File: src/rtl/gpio_bank_pkg.sv
`default_nettype none
package gpio_bank_pkg;

  localparam int PORT_W = 16;
  localparam int ADDR_W = 4;

  // Register offsets (word index on the plain register port)
  localparam logic [3:0] OFS_PB_PULLDOWN   = 4'h0;
  localparam logic [3:0] OFS_PC_DATA       = 4'h1;
  localparam logic [3:0] OFS_PC_PIN_LEVEL  = 4'h2;
  localparam logic [3:0] OFS_PC_INVERT     = 4'h3;
  localparam logic [3:0] OFS_PC_DRIVE      = 4'h4;
  localparam logic [3:0] OFS_PF_DATA       = 4'h5;
  localparam logic [3:0] OFS_PC_DIRECTION  = 4'h6;
  localparam logic [3:0] OFS_PF_DIRECTION  = 4'h7;

  localparam logic [15:0] REG_RESET     = 16'h0000;
  localparam logic [15:0] PB_PD_MASK    = 16'h000a;
  localparam logic [15:0] PC_DRIVE_MASK = 16'h0001;
  localparam logic [15:0] READ_ZERO     = 16'h0000;

  typedef struct packed {
    logic [3:0]  addr;
    logic [15:0] wdata;
    logic        wr;
    logic        rd;
  } reg_req_t;

  // Per-pin function steering from the pin-function controller
  typedef struct packed {
    logic [15:0] gen_out;
    logic [15:0] ext_bus;
    logic [15:0] periph_val;
  } pin_func_t;

endpackage
`default_nettype wire

File: src/rtl/pin_sync2.sv
`timescale 1ns/10ps
`default_nettype none
module pin_sync2 #(
  parameter int W = 16
) (
  input  wire logic         ref_clk,
  input  wire logic         nrst,
  input  wire logic         clk_en,
  input  wire logic [W-1:0] async_in,
  output logic      [W-1:0] sync_out
);

  logic [W-1:0] meta_ff;

  always_ff @(posedge ref_clk or negedge nrst) begin
    if (!nrst) begin
      meta_ff  <= '0;
      sync_out <= '0;
    end else if (clk_en) begin
      meta_ff  <= async_in;
      sync_out <= meta_ff;
    end
  end

endmodule
`default_nettype wire

File: src/rtl/gpio_port_bank_bcf.sv
// Functional notes
// Port B pull-down bits 3 and 1 writable; 1 enables pull-down.
// Other port B pull-down bits read 0; software writes 0.
// Direction 1 and general output: data bit drives the pin.
// Direction 0: data read returns pin level; writes stored only.
// Direction 1: data read returns stored value.
// Direction 1 but other function: writes stored, pin unaffected.
// All writable registers reset to zero; sleep keeps contents.
// Port C pin-level register read-only, returns pin levels.
// Port C invert bit 1 drives complement of selected output value.
// Port C invert ignored when pin carries external bus function.
// Port C drive bit 0 set selects high drive, fast slew.
// Port C drive bits 15..1 read 0; software writes 0.
// Port C has 16 pins; bit n maps to pin n.
// Port F data register behaves like port C data register.
// Pin levels pass a two-stage synchroniser before being read.
// Accesses take one bus cycle; pins update edge after write.
`timescale 1ns/10ps
`default_nettype none
module gpio_port_bank_bcf #(
  parameter int W = gpio_bank_pkg::PORT_W
) (
  input  wire logic                     ref_clk,
  input  wire logic                     nrst,
  input  wire logic                     clk_en,
  input  wire gpio_bank_pkg::reg_req_t  req,
  output logic [15:0]                   rdata,
  input  wire gpio_bank_pkg::pin_func_t pc_func,
  input  wire gpio_bank_pkg::pin_func_t pf_func,
  input  wire logic [W-1:0]             pc_pin_in,
  output logic [W-1:0]                  pc_pin_out,
  output logic [W-1:0]                  pc_pin_oe,
  input  wire logic [W-1:0]             pf_pin_in,
  output logic [W-1:0]                  pf_pin_out,
  output logic [W-1:0]                  pf_pin_oe,
  output logic [W-1:0]                  pb_pulldown_en,
  output logic                          pc_high_drive
);

  logic [15:0]  pb_pd_ff;
  logic [W-1:0] pc_data_ff;
  logic [W-1:0] pc_inv_ff;
  logic [15:0]  pc_drive_ff;
  logic [W-1:0] pf_data_ff;
  logic [W-1:0] pc_dir_ff;
  logic [W-1:0] pf_dir_ff;
  logic [W-1:0] pc_sync;
  logic [W-1:0] pf_sync;
  logic [15:0]  nxt_rdata;
  logic [W-1:0] nxt_pc_out;
  logic [W-1:0] nxt_pf_out;

  function automatic logic wr_hit(input gpio_bank_pkg::reg_req_t r, input logic [3:0] ofs);
    return r.wr && (r.addr == ofs);
  endfunction

  // Direction selects stored value or synchronised level per bit
  function automatic logic [W-1:0] data_view(input logic [W-1:0] dir,
                                             input logic [W-1:0] stored,
                                             input logic [W-1:0] level);
    return (dir & stored) | (~dir & level);
  endfunction

  // Pin levels are asynchronous to ref_clk
  pin_sync2 #(.W(W)) u_pc_sync (
    .ref_clk  (ref_clk),
    .nrst     (nrst),
    .clk_en   (clk_en),
    .async_in (pc_pin_in),
    .sync_out (pc_sync)
  );

  pin_sync2 #(.W(W)) u_pf_sync (
    .ref_clk  (ref_clk),
    .nrst     (nrst),
    .clk_en   (clk_en),
    .async_in (pf_pin_in),
    .sync_out (pf_sync)
  );

  always_ff @(posedge ref_clk or negedge nrst) begin
    if (!nrst) begin
      pb_pd_ff <= gpio_bank_pkg::REG_RESET;
    end else if (clk_en && wr_hit(req, gpio_bank_pkg::OFS_PB_PULLDOWN)) begin
      pb_pd_ff <= req.wdata & gpio_bank_pkg::PB_PD_MASK;
    end
  end

  // Data writes are stored whatever the direction; only the pin path filters
  always_ff @(posedge ref_clk or negedge nrst) begin
    if (!nrst) begin
      pc_data_ff <= gpio_bank_pkg::REG_RESET[W-1:0];
    end else if (clk_en && wr_hit(req, gpio_bank_pkg::OFS_PC_DATA)) begin
      pc_data_ff <= req.wdata[W-1:0];
    end
  end

  always_ff @(posedge ref_clk or negedge nrst) begin
    if (!nrst) begin
      pf_data_ff <= gpio_bank_pkg::REG_RESET[W-1:0];
    end else if (clk_en && wr_hit(req, gpio_bank_pkg::OFS_PF_DATA)) begin
      pf_data_ff <= req.wdata[W-1:0];
    end
  end

  always_ff @(posedge ref_clk or negedge nrst) begin
    if (!nrst) begin
      pc_inv_ff <= gpio_bank_pkg::REG_RESET[W-1:0];
    end else if (clk_en && wr_hit(req, gpio_bank_pkg::OFS_PC_INVERT)) begin
      pc_inv_ff <= req.wdata[W-1:0];
    end
  end

  always_ff @(posedge ref_clk or negedge nrst) begin
    if (!nrst) begin
      pc_drive_ff <= gpio_bank_pkg::REG_RESET;
    end else if (clk_en && wr_hit(req, gpio_bank_pkg::OFS_PC_DRIVE)) begin
      pc_drive_ff <= req.wdata & gpio_bank_pkg::PC_DRIVE_MASK;
    end
  end

  always_ff @(posedge ref_clk or negedge nrst) begin
    if (!nrst) begin
      pc_dir_ff <= gpio_bank_pkg::REG_RESET[W-1:0];
      pf_dir_ff <= gpio_bank_pkg::REG_RESET[W-1:0];
    end else if (clk_en) begin
      if (wr_hit(req, gpio_bank_pkg::OFS_PC_DIRECTION)) begin
        pc_dir_ff <= req.wdata[W-1:0];
      end
      if (wr_hit(req, gpio_bank_pkg::OFS_PF_DIRECTION)) begin
        pf_dir_ff <= req.wdata[W-1:0];
      end
    end
  end

  // Pin value: general-output pins take the data register, others the
  // peripheral's value; inversion is skipped on external bus pins.
  always_comb begin
    nxt_pc_out = (pc_func.gen_out & pc_data_ff)
               | (~pc_func.gen_out & pc_func.periph_val);
    nxt_pc_out = nxt_pc_out ^ (pc_inv_ff & ~pc_func.ext_bus);
    nxt_pf_out = (pf_func.gen_out & pf_data_ff)
               | (~pf_func.gen_out & pf_func.periph_val);
  end

  // Outputs registered from the current register state, so a write
  // reaches the pin one edge after the register updates.
  always_ff @(posedge ref_clk or negedge nrst) begin
    if (!nrst) begin
      pc_pin_out     <= '0;
      pc_pin_oe      <= '0;
      pf_pin_out     <= '0;
      pf_pin_oe      <= '0;
      pb_pulldown_en <= '0;
      pc_high_drive  <= 1'b0;
    end else if (clk_en) begin
      pc_pin_out     <= nxt_pc_out;
      pc_pin_oe      <= pc_dir_ff;
      pf_pin_out     <= nxt_pf_out;
      pf_pin_oe      <= pf_dir_ff;
      pb_pulldown_en <= pb_pd_ff[W-1:0];
      pc_high_drive  <= pc_drive_ff[0];
    end
  end

  always_comb begin
    nxt_rdata = gpio_bank_pkg::READ_ZERO;
    if (req.addr == gpio_bank_pkg::OFS_PB_PULLDOWN) begin
      nxt_rdata = pb_pd_ff;
    end else if (req.addr == gpio_bank_pkg::OFS_PC_DATA) begin
      nxt_rdata = data_view(pc_dir_ff, pc_data_ff, pc_sync);
    end else if (req.addr == gpio_bank_pkg::OFS_PC_PIN_LEVEL) begin
      nxt_rdata = pc_sync;
    end else if (req.addr == gpio_bank_pkg::OFS_PC_INVERT) begin
      nxt_rdata = pc_inv_ff;
    end else if (req.addr == gpio_bank_pkg::OFS_PC_DRIVE) begin
      nxt_rdata = pc_drive_ff;
    end else if (req.addr == gpio_bank_pkg::OFS_PF_DATA) begin
      nxt_rdata = data_view(pf_dir_ff, pf_data_ff, pf_sync);
    end else if (req.addr == gpio_bank_pkg::OFS_PC_DIRECTION) begin
      nxt_rdata = pc_dir_ff;
    end else if (req.addr == gpio_bank_pkg::OFS_PF_DIRECTION) begin
      nxt_rdata = pf_dir_ff;
    end
  end

  // Read data stands only in the cycle after the strobe
  always_ff @(posedge ref_clk or negedge nrst) begin
    if (!nrst) begin
      rdata <= '0;
    end else if (clk_en) begin
      rdata <= req.rd ? nxt_rdata : gpio_bank_pkg::READ_ZERO;
    end
  end

  a_pb_reserved_zero: assert property (@(posedge ref_clk) disable iff (!nrst)
    (pb_pd_ff & ~gpio_bank_pkg::PB_PD_MASK) == 16'h0000)
    else $error("pull-down reserved bit set");

  a_drive_reserved: assert property (@(posedge ref_clk) disable iff (!nrst)
    clk_en && wr_hit(req, gpio_bank_pkg::OFS_PC_DRIVE) |=> pc_drive_ff[15:1] == 15'h0000)
    else $error("drive reserved bit set");

  a_pc_write_pin: assert property (@(posedge ref_clk) disable iff (!nrst)
    clk_en && wr_hit(req, gpio_bank_pkg::OFS_PC_DATA) ##1 clk_en
      |=> pc_pin_out[0] == ($past(req.wdata[0], 2)
        ^ ($past(pc_inv_ff[0]) & ~$past(pc_func.ext_bus[0])))
        || !$past(pc_func.gen_out[0]))
    else $error("port C pin missed data write");

  a_pc_invert_out: assert property (@(posedge ref_clk) disable iff (!nrst)
    clk_en && pc_func.gen_out[8] && !pc_func.ext_bus[8] && pc_inv_ff[8]
      |=> pc_pin_out[8] == !$past(pc_data_ff[8]))
    else $error("port C pin not inverted");

  a_ext_bus_noinv: assert property (@(posedge ref_clk) disable iff (!nrst)
    clk_en && pc_func.ext_bus[8] && !pc_func.gen_out[8]
      |=> pc_pin_out[8] == $past(pc_func.periph_val[8]))
    else $error("inversion applied on bus pin");

  a_pc_read_input: assert property (@(posedge ref_clk) disable iff (!nrst)
    clk_en && req.rd && req.addr == gpio_bank_pkg::OFS_PC_DATA && !pc_dir_ff[2]
      |=> rdata[2] == $past(pc_sync[2]))
    else $error("input pin read wrong");

  a_pc_read_output: assert property (@(posedge ref_clk) disable iff (!nrst)
    clk_en && req.rd && req.addr == gpio_bank_pkg::OFS_PC_DATA && pc_dir_ff[3]
      |=> rdata[3] == $past(pc_data_ff[3]))
    else $error("output pin read wrong");

  a_level_readonly: assert property (@(posedge ref_clk) disable iff (!nrst)
    clk_en && req.rd && req.addr == gpio_bank_pkg::OFS_PC_PIN_LEVEL
      |=> rdata == $past(pc_sync))
    else $error("pin level read wrong");

  a_pf_read_mix: assert property (@(posedge ref_clk) disable iff (!nrst)
    clk_en && req.rd && req.addr == gpio_bank_pkg::OFS_PF_DATA
      |=> rdata == (($past(pf_dir_ff) & $past(pf_data_ff))
        | (~$past(pf_dir_ff) & $past(pf_sync))))
    else $error("port F data read wrong");

  a_sync_two_stage: assert property (@(posedge ref_clk) disable iff (!nrst)
    clk_en ##1 clk_en |=> pc_sync == $past(pc_pin_in, 2))
    else $error("synchroniser depth wrong");

  a_high_drive: assert property (@(posedge ref_clk) disable iff (!nrst)
    clk_en && wr_hit(req, gpio_bank_pkg::OFS_PC_DRIVE) ##1 clk_en
      |=> pc_high_drive == $past(req.wdata[0], 2))
    else $error("high drive not applied");

  a_rdata_quiet: assert property (@(posedge ref_clk) disable iff (!nrst)
    clk_en && !req.rd |=> rdata == 16'h0000)
    else $error("read data outside read slot");

endmodule
`default_nettype wire

File: config.mk
export PLATFORM = sky130hd
export DESIGN_NAME = gpio_port_bank_bcf
export DESIGN_NICKNAME = d
export VERILOG_FILES = /design/src/rtl/gpio_bank_pkg.sv /design/src/rtl/pin_sync2.sv /design/src/rtl/gpio_port_bank_bcf.sv
export SDC_FILE = /design/constraint.sdc
export NUM_CORES = 1
export LEC_CHECK = 0
export BUFFER_PORTS_ARGS = -buffer_cell sky130_fd_sc_hd__buf_2
export CORE_MARGIN = 2
export CORE_UTILIZATION = 25
export DETAILED_ROUTE_END_ITERATION = 10
export MAX_ROUTING_LAYER = met4
export SETUP_SLACK_MARGIN = 0.1
export SLEW_MARGIN = 20
export SYNTH_ARGS = -nofsm -noshare
export SYNTH_HDL_FRONTEND = slang
export SYNTH_SLANG_ARGS = --single-unit
File: constraint.sdc
create_clock -name ref_clk -period 1.7 [get_ports ref_clk]
set_input_delay 0.085 -clock ref_clk [delete_from_list [all_inputs] [get_ports ref_clk]]
set_output_delay 0.085 -clock ref_clk [all_outputs]
set_load 0.01 [all_outputs]
==> run_results.csv <==
group,metric,value,unit
status,outcome,"finished with violations",
status,violations,"negative hold slack",
clock_tree,cts_buffer_depth,3,
cells_and_area,nets,1307,
global_routing,grt_max_degree,76,
logic_synthesis,synth_cell_types,42,
die,start_util,0.2520,
die,core,41670,sq um
clock_tree,cts_buffers,28,
drt,wl_per_cell,18.29,um
die,dieArea,43650,sq um
clock_tree,cts_sinks,230,
setup_path,slowest_stage,"dlygate4sd3_1",
power_and_ir_drop,p_leak,6.706,nW
cells_and_area,finish.utilization,0.3531,
sta,finalCritPeriodShare,0.8583,
clock_tree,clk_pin_slew,60,ps
sta,fin_skew,7.984,ps
run,max_cap_viol_count,0,
global_routing,grt_pass1_wl,48270,um
power_and_ir_drop,vdd_drop_max,0.0006816,V
logic_synthesis,ys_seq_area_frac,0.5483,
sta,fin_crit,1459,ps
logic_synthesis,synth-async-reset-ratio,1.000,
logic_synthesis,synth_area_leaders,"dfrtp_1 55%, mux2_2 22%, mux2i_1 4.8%",
sta,final_hold_viol_count,3,
sta,drv_slew,0,
setup_path,r2r-start,"pf_data_ff[14]",
sta,fmax,685.3,MHz
power_and_ir_drop,p_total,17.31,mW
min_path,min_to,"pc_pin_out[12]",
clock_tree,clk_latency,550,ps
cells_and_area,area_delta_synth_final,40.16,%
setup_path,r2r_setup_slack,270,ps
min_path,hold_path_depth,4,
cells_and_area,layout_common_cells,"230 x dfrtp_1, 217 x buf_2, 200 x mux2_2",
drt,vias_per_cell,4.517,
clock_tree,cts-root-buf,"clkbuf_16",
power_and_ir_drop,powerDensity,1176,nW/um^2
min_path,min-delay-start,"pc_func[12]",
clock_tree,htreeDepth,1,
placed_design,port_buffers,219,
setup_path,worstPathRequired,2130,ps
cells_and_area,ff_latch_area,5756,sq um
drt,drcViolationCount,0,
drt,ant_nets,0,
placed_design,dp_hpwl,22340,um
drt,drtIter0Drc,404,
sta,holdWs,-29.71,ps
setup_path,crit_path_start_kind,"primary input",
sta,worst_pin_slew,534.5,ps
sta,setup_ws,240.9,ps
setup_path,crit_family,"buffers and inverters",
global_routing,grt_pass1_vias,8131,
sta,rsz0062_at_grt,"false",
logic_synthesis,syn_avg_cell_area,13.19,sq um
placed_design,dp_slack,173.9,ps
drt,num_vias,7747,
cells_and_area,layout_commonest_cell,"dfrtp_1",
setup_path,cp_max_fo,16,
drt,dr.pass1.iters,4,
logic_synthesis,ys_ff_latch,230,
drt,drt_wl_total,31370,um
logic_synthesis,synth_cells,796,
setup_path,path_buf_inv,3,
logic_synthesis,synth_warnings,0,
setup_path,reg2regPathDepth,3,
logic_synthesis,ys.flop_type,"dfrtp_1",
cells_and_area,multi_input_area,4405,sq um
setup_path,cp_cell_sequence,"dlygate4sd3_1 -> buf_2 -> nor2b_2 -> nand3_4 -> nor3_4 -> buf_12 -> mux2_1",
setup_path,criticalPathCategory,"primary input to register",
global_routing,grt_use_total,0.1478,
global_routing,globalRoute.totalOverflow,0,
die,die_width,208.9,um
min_path,worstHoldPathType,"primary input to register",
die,die_h,208.9,um
cells_and_area,instances_no_fill,1715,
logic_synthesis,synth_area,10500,sq um
cells_and_area,stdcell_area,14710,sq um
setup_path,regToRegEndpoint,"pf_pin_out[14]",
placed_design,gp_congestion,0.8630,
cells_and_area,layout-drive-gt1-share,0.4366,
logic_synthesis,netlist.top_cell.by_area,"dfrtp_1",
clock_tree,cts_tree,"built",
logic_synthesis,yosysTopAreaCellShare,0.5483,
sta,setup_violations,0,
placed_design,dpl-instance-area,12410,sq um
setup_path,worstPathArrival,1890,ps
die,ios,250,
logic_synthesis,synth_edf_count,0,
setup_path,cpPeakStageDelay,550,ps
die,fp-row-count,75,
global_routing,antenna_found_initial,1,
placed_design,placed_cells,1542,
setup_path,worstSetupEndpointType,"register",
cells_and_area,fill_cells,4119,
sta,relSlewSlack,0.6437,
sta,setup_tns,0,ps
-- flip-flops by register name (all words and copies together), names as in the netlist --
signal,count
pf_pin_out,16
u_pc_sync.sync_out,16
pf_dir_ff,16
u_pc_sync.meta_ff,16
pf_data_ff,16
pc_dir_ff,16
pc_pin_oe,16
rdata,16
pc_inv_ff,16
u_pf_sync.sync_out,16
u_pf_sync.meta_ff,16
pb_pulldown_en,2
pb_pd_ff,2
pc_data_ff,16
pf_pin_oe,16
pc_drive_ff,1
pc_pin_out,16
pc_high_drive,1
-- synthesized netlist by cell type (14+ instances only) --
library cell	number
nand2_1	18
clkbuf_1	14
nor2b_1	19
mux2_2	201
mux2i_1	50
buf_2	21
nand3_1	14
xnor2_1	16
a21oi_1	22
nor2_1	23
buf_4	19
inv_1	16
o21ai_0	21
dfrtp_1	230
-- worst max path at each step --
| stage | startpoint | end | cells past startpoint |
|---|---|---|---|
| 3_5_place_dp | req[19] | pc_dir_ff[10] | 5 |
| 2_1_floorplan | req[20] | pc_dir_ff[10] | 7 |
| 5_1_grt | req[21] | rdata[14] | 7 |
| 6_report | req[21] | pc_dir_ff[10] | 7 |
| 3_3_place_gp | req[18] | pc_data_ff[12] | 5 |
| 4_1_cts | pc_inv_ff[12] | pc_pin_out[12] | 4 |
-- worst register-to-register path, cell delays in order (launching register included) --
cell	delay, ps
dfrtp_1	420
mux2i_1	220
dlygate4sd3_1	600
a21oi_1	70
-- per-layer routing --
layer  up-vias  share of wire  GRT usage
met1      3859           0.41     0.1797
met5         -              0          -
li1       3593              -          -
met3        41          0.059    0.02795
met4         0          0.018    0.03202
met2       254           0.51     0.2551
-- where the power goes --
group,switching (mW),internal (mW),total [mW]
clock network,2.47,4.56,7.03
registers,0.780,6.41,7.19
logic,1.33,1.76,3.09
-- logic make-up (layout without fill, tap and decap cells) --
group	after synthesis	in the layout	share of synthesized area
flip-flops	230	230	0.5483
other	1	15	0.0003572
buffers and inverters	77	443	0.03754
AND/OR/NAND/NOR	104	104	0.05959
multiplexers	261	261	0.2740
AO/OA/AOI/OAI	107	107	0.06687
XOR/XNOR	16	16	0.01335
-- layout make-up --
cell class,count,area share
well taps,539,0.04584
flip-flops and latches,230,0.3912
clock buffers,33,0.05170
repair buffers,375,0.1850
inverters,17,0.004337
diodes,1,0.0001701
clock inverters,18,0.02237
multi-input cells,502,0.2994
-- what timing repair did --
item                       4_1_cts  5_1_grt
hold endpoints to repair       387        1
buffers inserted                 0        1
setup endpoints to repair        0        5
gates resized for setup          0        1
hold buffers                   124        1
Power figures use the tool's default switching activity.
